**config.mk**
```make
export PLATFORM = sky130hd
export DESIGN_NAME = sas_ctrl_flat
export DESIGN_NICKNAME = d
export VERILOG_FILES = /design/src/common/sas_pkg.sv /design/src/common/sas_bus_if.sv /design/src/sas_timer.sv /design/src/sas_ctrl.sv /design/src/flat_wrapper.sv
export SDC_FILE = /design/constraint.sdc
export NUM_CORES = 1
export LEC_CHECK = 0
export ABC_AREA = 1
export ABC_CLOCK_PERIOD_IN_PS = 4650
export BUFFER_PORTS_ARGS = -buffer_cell sky130_fd_sc_hd__buf_2
export CORE_MARGIN = 2
export CORE_UTILIZATION = 55
export CTS_BUF_LIST = sky130_fd_sc_hd__clkbuf_8
export DETAILED_ROUTE_END_ITERATION = 12
export PLACE_DENSITY_LB_ADDON = 0.25
export SYNTH_ARGS = -nofsm -noshare
export SYNTH_HDL_FRONTEND = slang
export SYNTH_HIERARCHICAL = 1
export SYNTH_SLANG_ARGS = --single-unit
export TNS_END_PERCENT = 50
```
**constraint.sdc**
```tcl
create_clock -name clock -period 4.65 [get_ports clock]
set_input_delay 0.93 -clock clock [delete_from_list [all_inputs] [get_ports clock]]
set_output_delay 0.93 -clock clock [all_outputs]
set_load 0.05 [all_outputs]
```
**src/common/sas_pkg.sv**
```systemverilog
package sas_pkg;
   // hold timer state codes
   typedef enum logic [1:0] {
      SAS_HOLD_IDLE,
      SAS_HOLD_RUN,
      SAS_HOLD_EXPIRED
   } sas_hold_t;

   localparam int unsigned CLK_HZ          = 200_000_000;
   localparam int unsigned CLK_PERIOD_NS   = 5;
   // 1 Hz flash: half period toggles
   localparam int unsigned FLASH_HZ        = 1;
   localparam int unsigned FLASH_HALF_CYC  = CLK_HZ / (2 * FLASH_HZ);
   // sync-loss hold time in ms (plain default)
   localparam int unsigned HOLD_MS         = 1000;
   localparam int unsigned HOLD_CYC        = HOLD_MS * (CLK_HZ / 1000);
   // supervision pulse half period and return timeout in us
   localparam int unsigned SUP_HALF_US     = 100;
   localparam int unsigned SUP_HALF_CYC    = SUP_HALF_US * (CLK_HZ / 1_000_000);
   localparam int unsigned SUP_TMO_US      = 1000;
   localparam int unsigned SUP_TMO_CYC     = SUP_TMO_US * (CLK_HZ / 1_000_000);
   // system reset pulse length in us
   localparam int unsigned RST_PULSE_US    = 50;
   localparam int unsigned RST_PULSE_CYC   = RST_PULSE_US * (CLK_HZ / 1_000_000);
   localparam int unsigned FAULT_W         = 8;
   localparam int unsigned POS_DIGITS      = 2;
   localparam logic [3:0]  POS_ZERO        = 4'h0;
endpackage

```
**src/common/sas_bus_if.sv**
```systemverilog
interface sas_bus_if;
   logic sup_out;
   logic sup_ret;
   logic sys_reset;

   modport ctrl  (output sup_out, output sys_reset, input sup_ret);
   modport board (input sup_out, input sys_reset, output sup_ret);
endinterface

```
**src/sas_timer.sv**
```systemverilog
module sas_timer #(
   parameter int unsigned W = 32
) (
   // clocking
   input  wire logic         clock,
   input  wire logic         rstn,
   input  wire logic         ce,
   // control
   input  wire logic         restart,
   input  wire logic [W-1:0] limit,
   // status
   output logic              done
);
   logic [W-1:0] cnt_r;

   assign done = (cnt_r == limit);

   always_ff @(posedge clock or negedge rstn) begin
      if (!rstn) begin
         cnt_r <= '0;
      end else if (ce) begin
         if (restart) begin
            cnt_r <= '0;
         end else if (!done) begin
            cnt_r <= cnt_r + W'(1);
         end
      end
   end
endmodule

```
**src/sas_ctrl.sv**
```systemverilog
// How it works
// - sync LED green when synchronous, else red
// - sync relay energized while synchronous
// - hold timer keeps sync shown after loss
// - hold timer reports running, expired, inactive
// - fault byte set: marker and 1Hz flash
// - manual position shows zeros until synced
// - drive supervision signal, check its return
// - each board forwards signal to next
// - stalled chain causes system-wide reset
// - boards restart on system reset
// - cpu boards forward only when healthy
// - empty slot bridged to keep chain
module sas_ctrl #(
   parameter int unsigned HOLD_CYC  = sas_pkg::HOLD_CYC,
   parameter int unsigned FLASH_CYC = sas_pkg::FLASH_HALF_CYC,
   parameter int unsigned SUP_HALF  = sas_pkg::SUP_HALF_CYC,
   parameter int unsigned SUP_TMO   = sas_pkg::SUP_TMO_CYC,
   parameter int unsigned RST_CYC   = sas_pkg::RST_PULSE_CYC
) (
   // clocking
   input  wire logic                           clock,
   input  wire logic                           rstn,
   input  wire logic                           ce,
   // sync source
   input  wire logic                           sync_in,
   input  wire logic                           hold_en,
   // fault byte
   input  wire logic [sas_pkg::FAULT_W-1:0]    fault_byte,
   // position digits
   input  wire logic                           pos_manual,
   input  wire logic [4*sas_pkg::POS_DIGITS-1:0] pos_rx,
   // bus side
   sas_bus_if.ctrl                             bus,
   // indicators
   output logic                                led_green,
   output logic                                led_red,
   output logic                                sync_relay,
   output sas_pkg::sas_hold_t                  hold_state,
   output logic                                fault_mark,
   output logic                                backlight,
   output logic [4*sas_pkg::POS_DIGITS-1:0]    pos_low,
   output logic                                reset_active
);
   ////////////////////////////////////////////////////////////////////////////
   logic      sync_m_r;
   logic      sync_s_r;
   logic      shown_r;
   logic      ret_m_r;
   logic      ret_s_r;
   logic      ret_d_r;
   logic      sup_r;
   logic      rst_r;
   logic      flash_r;
   logic      fault_r;
   logic      light_r;
   logic [4*sas_pkg::POS_DIGITS-1:0] pos_r;
   sas_pkg::sas_hold_t hold_r;
   sas_pkg::sas_hold_t hold_nxt;

   wire       hold_done;
   wire       flash_done;
   wire       half_done;
   wire       tmo_done;
   wire       rst_done;
   wire       ret_edge;
   wire       fault_any;
   wire       shown_nxt;
   wire       flash_nxt;

   // true while the hold timer counts
   function automatic logic hold_running(input sas_pkg::sas_hold_t s);
      return s == sas_pkg::SAS_HOLD_RUN;
   endfunction

   ////////////////////////////////////////////////////////////////////////////
   // hold timer state
   always_comb begin
      hold_nxt = hold_r;
      case (hold_r)
         sas_pkg::SAS_HOLD_IDLE:
            if (!sync_s_r && shown_r && hold_en) begin
               hold_nxt = sas_pkg::SAS_HOLD_RUN;
            end
         sas_pkg::SAS_HOLD_RUN:
            if (sync_s_r) begin
               hold_nxt = sas_pkg::SAS_HOLD_IDLE;
            end else if (hold_done) begin
               hold_nxt = sas_pkg::SAS_HOLD_EXPIRED;
            end
         sas_pkg::SAS_HOLD_EXPIRED:
            if (sync_s_r) begin
               hold_nxt = sas_pkg::SAS_HOLD_IDLE;
            end
         default:
            hold_nxt = sas_pkg::SAS_HOLD_IDLE;
      endcase
   end

   assign shown_nxt = sync_s_r
                    | hold_running(hold_nxt);

   sas_timer #(.W(32)) u_hold (
      .clock   (clock),
      .rstn    (rstn),
      .ce      (ce),
      .restart (!hold_running(hold_r)),
      .limit   (HOLD_CYC),
      .done    (hold_done)
   );

   ////////////////////////////////////////////////////////////////////////////
   // indicators
   assign led_green  = shown_r;
   assign led_red    = ~shown_r;
   assign sync_relay = shown_r;
   assign hold_state = hold_r;
   assign fault_any  = |fault_byte;
   assign fault_mark = fault_r;
   assign backlight  = light_r;
   assign flash_nxt  = fault_any & (flash_r ^ flash_done);
   assign pos_low    = pos_r;

   sas_timer #(.W(32)) u_flash (
      .clock   (clock),
      .rstn    (rstn),
      .ce      (ce),
      .restart (flash_done | ~fault_any),
      .limit   (FLASH_CYC - 1),
      .done    (flash_done)
   );

   ////////////////////////////////////////////////////////////////////////////
   // supervision chain
   assign bus.sup_out   = sup_r;
   assign bus.sys_reset = rst_r;
   assign reset_active  = rst_r;
   assign ret_edge      = ret_s_r ^ ret_d_r;

   sas_timer #(.W(32)) u_half (
      .clock   (clock),
      .rstn    (rstn),
      .ce      (ce),
      .restart (half_done | rst_r),
      .limit   (SUP_HALF - 1),
      .done    (half_done)
   );

   sas_timer #(.W(32)) u_tmo (
      .clock   (clock),
      .rstn    (rstn),
      .ce      (ce),
      .restart (ret_edge | rst_r),
      .limit   (SUP_TMO - 1),
      .done    (tmo_done)
   );

   sas_timer #(.W(32)) u_rst (
      .clock   (clock),
      .rstn    (rstn),
      .ce      (ce),
      .restart (~rst_r),
      .limit   (RST_CYC - 1),
      .done    (rst_done)
   );

   // synchronisers, indicator registers and chain control
   always_ff @(posedge clock or negedge rstn) begin
      if (!rstn) begin
         sync_m_r <= 1'b0;
         sync_s_r <= 1'b0;
         shown_r  <= 1'b0;
         hold_r   <= sas_pkg::SAS_HOLD_IDLE;
         flash_r  <= 1'b0;
         fault_r  <= 1'b0;
         light_r  <= 1'b1;
         pos_r    <= '0;
         ret_m_r  <= 1'b0;
         ret_s_r  <= 1'b0;
         ret_d_r  <= 1'b0;
         sup_r    <= 1'b0;
         rst_r    <= 1'b0;
      end else if (ce) begin
         sync_m_r <= sync_in;
         sync_s_r <= sync_m_r;
         hold_r   <= hold_nxt;
         shown_r  <= shown_nxt;
         flash_r  <= flash_nxt;
         fault_r  <= fault_any;
         light_r  <= ~fault_any | flash_nxt;
         pos_r    <= (pos_manual && !sync_s_r)
                   ? {sas_pkg::POS_DIGITS{sas_pkg::POS_ZERO}}
                   : pos_rx;
         ret_m_r  <= bus.sup_ret;
         ret_s_r  <= ret_m_r;
         ret_d_r  <= ret_s_r;
         if (rst_r) begin
            sup_r <= 1'b0;
            rst_r <= ~rst_done;
         end else begin
            sup_r <= sup_r ^ half_done;
            rst_r <= tmo_done;
         end
      end
   end
endmodule

```
**src/flat_wrapper.sv**
```systemverilog
// flat-port wrapper written by rule: the top's interface ports become plain ports
module sas_ctrl_flat 
#(
   parameter int unsigned HOLD_CYC  = sas_pkg::HOLD_CYC,
   parameter int unsigned FLASH_CYC = sas_pkg::FLASH_HALF_CYC,
   parameter int unsigned SUP_HALF  = sas_pkg::SUP_HALF_CYC,
   parameter int unsigned SUP_TMO   = sas_pkg::SUP_TMO_CYC,
   parameter int unsigned RST_CYC   = sas_pkg::RST_PULSE_CYC
)
  (clock, rstn, ce, sync_in, hold_en, fault_byte, pos_manual, pos_rx, led_green, led_red, sync_relay, hold_state, fault_mark, backlight, pos_low, reset_active, bus_sup_out, bus_sys_reset, bus_sup_ret);
  sas_bus_if bus_i ();
  input  wire logic clock;
  input  wire logic rstn;
  input  wire logic ce;
  input  wire logic sync_in;
  input  wire logic hold_en;
  input  wire logic [sas_pkg::FAULT_W-1:0] fault_byte;
  input  wire logic pos_manual;
  input  wire logic [4*sas_pkg::POS_DIGITS-1:0] pos_rx;
  output logic led_green;
  output logic led_red;
  output logic sync_relay;
  output sas_pkg::sas_hold_t hold_state;
  output logic fault_mark;
  output logic backlight;
  output logic [4*sas_pkg::POS_DIGITS-1:0] pos_low;
  output logic reset_active;
  output wire logic [$bits(bus_i.sup_out)-1:0] bus_sup_out;
  output wire logic [$bits(bus_i.sys_reset)-1:0] bus_sys_reset;
  input wire logic [$bits(bus_i.sup_ret)-1:0] bus_sup_ret;
  assign bus_sup_out = bus_i.sup_out;
  assign bus_sys_reset = bus_i.sys_reset;
  assign bus_i.sup_ret = bus_sup_ret;
  sas_ctrl #(.HOLD_CYC(HOLD_CYC), .FLASH_CYC(FLASH_CYC), .SUP_HALF(SUP_HALF), .SUP_TMO(SUP_TMO), .RST_CYC(RST_CYC)) u_core (.clock(clock), .rstn(rstn), .ce(ce), .sync_in(sync_in), .hold_en(hold_en), .fault_byte(fault_byte), .pos_manual(pos_manual), .pos_rx(pos_rx), .bus(bus_i), .led_green(led_green), .led_red(led_red), .sync_relay(sync_relay), .hold_state(hold_state), .fault_mark(fault_mark), .backlight(backlight), .pos_low(pos_low), .reset_active(reset_active));
endmodule
```
==> flow_summary.ini <==
[route]
wl_um = 38400
wire_per_inst_um = 12.5
drc = 0
via_count = 15214
drt_first_iter_violations = 1325
viasPerCell = 4.95
first_pass_iters = 7
final_antenna_net_count = 0

[layout]
layout_commonest_cell = nand2_1
seq_area_um2 = 4530
final-instance-count-excl-fill = 3075
drive_gt1_frac = 0.0749
multi_input_area_um2 = 9910
fin_nets = 2712
area_growth_syn_to_layout_pct = 6.72
fill_cells = 2780
final_util = 0.595
antenna_cells = 0
final_cell_mix = nand2_1 (1036), nor2_1 (354), conb_1 (215)

[setup_path]
crit_required_ns = 5.02
crit_top_cell = nand2_1
rr_worst_depth = 15
end_kind = flip-flop
cpPeakStageDelay_ns = 0.50
cp-start-kind = flip-flop
cpMaxStageDelayCell = dfrtp_1
cp_cell_sequence = inv_1 -> nand2_1 -> nand2_1 -> nand2_1 -> nor2_1 -> nand2_1 -> nor2_2 -> nand2_1 -> inv_1 -> or2_2 -> inv_1 -> nand3_2 -> nand2_2 -> nand2_1 -> nand2_1
arrival_ns = 3.56
cp_max_fo = 32
critical_path_class = flip-flop to flip-flop

[global_route]
grt.total_usage = 0.267
grt_max_degree = 120
grt_pass1_wl_um = 64300
grt_pass1_vias = 13819
overflow = 0
antenna_found_initial = 0

[cts]
clk_latency_ns = 0.49
clkSlewWorstSetupHoldPaths_ns = 0.10
cts_setup_buffers = 0
cts_max_level = 4
cts_tree = built
cts_root_buf = clkbuf_8
ctsHoldBuffers = 0
cts_resized = 0
numClockSinks = 181
cts_buffer_depth = 2
cts_buffers = 17

[min_path]
hp-class = flip-flop to flip-flop
worstHoldPathCells = 2

[timing]
worst_pin_slew_ns = 0.998
fin_skew_ns = 0.0219
finalCriticalPeriod_ns = 3.20
finalSetupViolCount = 0
hold_violations = 0
fin_crit_sh = 0.687
slew_headroom = 0.335
finalSetupTns_ns = 0
max_freq_mhz = 313
report.final.slew_viol_count = 0
rsz0062_at_grt = no

[status]
outcome = completed

[synthesis]
avgSynthCellArea_um2 = 6.10
seq_area_frac_synth = 0.292
ys_types = 32
ys_warn_count = 6
yosys_register_bits = 181
syn_area_um2 = 15500
syn_inst = 2540

[floorplan]
die_area_um2 = 29500
die_w_um = 172
rows = 61
die_h_um = 172
io_pins = 41
coreArea_um2 = 27800
initial_core_util = 0.558

[pwr]
vdd_ir_drop_max_v = 0.000151
power_density_nw_per_um2 = 230
power.leakage_nw = 8.15

[placed_design]
gp_congestion = 0.909
dp.cells = 3043
dpl.hpwl_um = 26900
io_buffers = 40

[flow_run]
drv_cap = 0
-- cell usage after synthesis --
master / instances / share of area
inv_4: 1 / 0.00040
or2_2: 1 / 0.00040
buf_2: 50 / 0.016
nand2_2: 5 / 0.0020
inv_1: 214 / 0.052
nor3_1: 20 / 0.0065
and3_1: 5 / 0.0020
nor2_1: 354 / 0.086
nand3_2: 55 / 0.036
dfstp_2: 1 / 0.0017
conb_1: 2 / 0.00048
a31o_1: 1 / 0.00057
buf_1: 20 / 0.0048
ha_1: 5 / 0.0040
nand3_1: 178 / 0.057
nor2_2: 30 / 0.012
nand2_1: 1036 / 0.25
xnor2_1: 106 / 0.060
clkbuf_1: 15 / 0.0036
buf_4: 12 / 0.0058
xor2_1: 20 / 0.011
a21oi_1: 63 / 0.020
inv_2: 21 / 0.0051
buf_6: 44 / 0.032
o21ai_0: 33 / 0.011
a211oi_2: 1 / 0.00081
and3_4: 1 / 0.00073
dfrtp_1: 180 / 0.29
nand4_1: 42 / 0.017
o21a_1: 10 / 0.0048
a21oi_2: 1 / 0.00057
o21ai_1: 13 / 0.0042
-- logic make-up (layout without fill, tap and decap cells) --
logic type               after synthesis  after routing  synth area share
AND/OR/NAND/NOR                     1727           1727             0.470
buffers and inverters                377            321             0.120
flip-flops                           181            181             0.292
XOR/XNOR                             126            126            0.0712
AO/OA/AOI/OAI                        122            122            0.0420
adder cells (fa/ha/maj)                5              5           0.00404
other                                  2            215          0.000485
-- layer usage --
metal / GRT usage / vias up / part of all wire
met5: 0 / - / 0
met4: 0.104 / 0 / 0.026
met3: 0.0359 / 68 / 0.055
met2: 0.456 / 418 / 0.48
met1: 0.343 / 6876 / 0.44
li1: - / 7852 / -
-- power by group --
group,switching [mW],internal (mW)
logic,0.532,0.275
clock network,0.654,0.509
registers,0.160,1.68
total,1.35,2.46
-- critical path, delay by kind of cell (launching register included) --
| kind | cells | cell delay [ns] |
|---|---|---|
| AND/OR/NAND/NOR | 12 | 1.93 |
| buffers and inverters | 3 | 0.63 |
| flip-flops | 1 | 0.50 |
-- final timing paths --
| kind | startpoint | end | slack (ns) |
|---|---|---|---|
| max in group asynchronous | rstn | u_core/backlight$_DFFE_PN1P_ | 3.09 |
| min | u_core/pos_low[3]$_DFFE_PN0P_ | u_core/pos_low[3]$_DFFE_PN0P_ | 0.48 |
| min in group asynchronous | rstn | u_core/u_flash/cnt_r[21]$_DFFE_PN0P_ | 0.61 |
| max reg2reg | u_core/u_half/cnt_r[17]$_DFFE_PN0P_ | u_core/u_half/cnt_r[14]$_DFFE_PN0P_ | 1.45 |
| max | u_core/u_half/cnt_r[17]$_DFFE_PN0P_ | u_core/u_half/cnt_r[14]$_DFFE_PN0P_ | 1.45 |
| min reg2reg | u_core/pos_low[3]$_DFFE_PN0P_ | u_core/pos_low[3]$_DFFE_PN0P_ | 0.48 |
-- through the flow --
step	hold WS [ns]	power (mW)	setup slack, ns	instance area [um^2]
3_3_place_gp	0.457	2.64	1.58	16100
6_report	0.481	3.80	1.45	16500
5_1_grt	0.507	4.03	1.21	16500
3_5_place_dp	0.462	2.66	1.50	16100
4_1_cts	0.484	3.84	1.51	16500
2_1_floorplan	0.442	2.47	2.37	16300
-- state kept, by name (all words and copies together), names as in the netlist, 2 cells and up --
signal	count
u_core/u_flash/cnt_r	32
u_core/pos_low	8
u_core/u_rst/cnt_r	32
u_core/u_half/cnt_r	32
u_core/u_tmo/cnt_r	32
u_core/hold_state	2
u_core/u_hold/cnt_r	32
-- cell type report --
type                       instances  area share
timing repair buffer              53      0.0197
multi-input combinational       2195       0.599
clock inverter                    14     0.00991
sequential                       181       0.274
clock buffer                      18      0.0150
inverter                         236      0.0537
tap                              378      0.0286
Note: power is estimated with default switching activity, not from simulation.
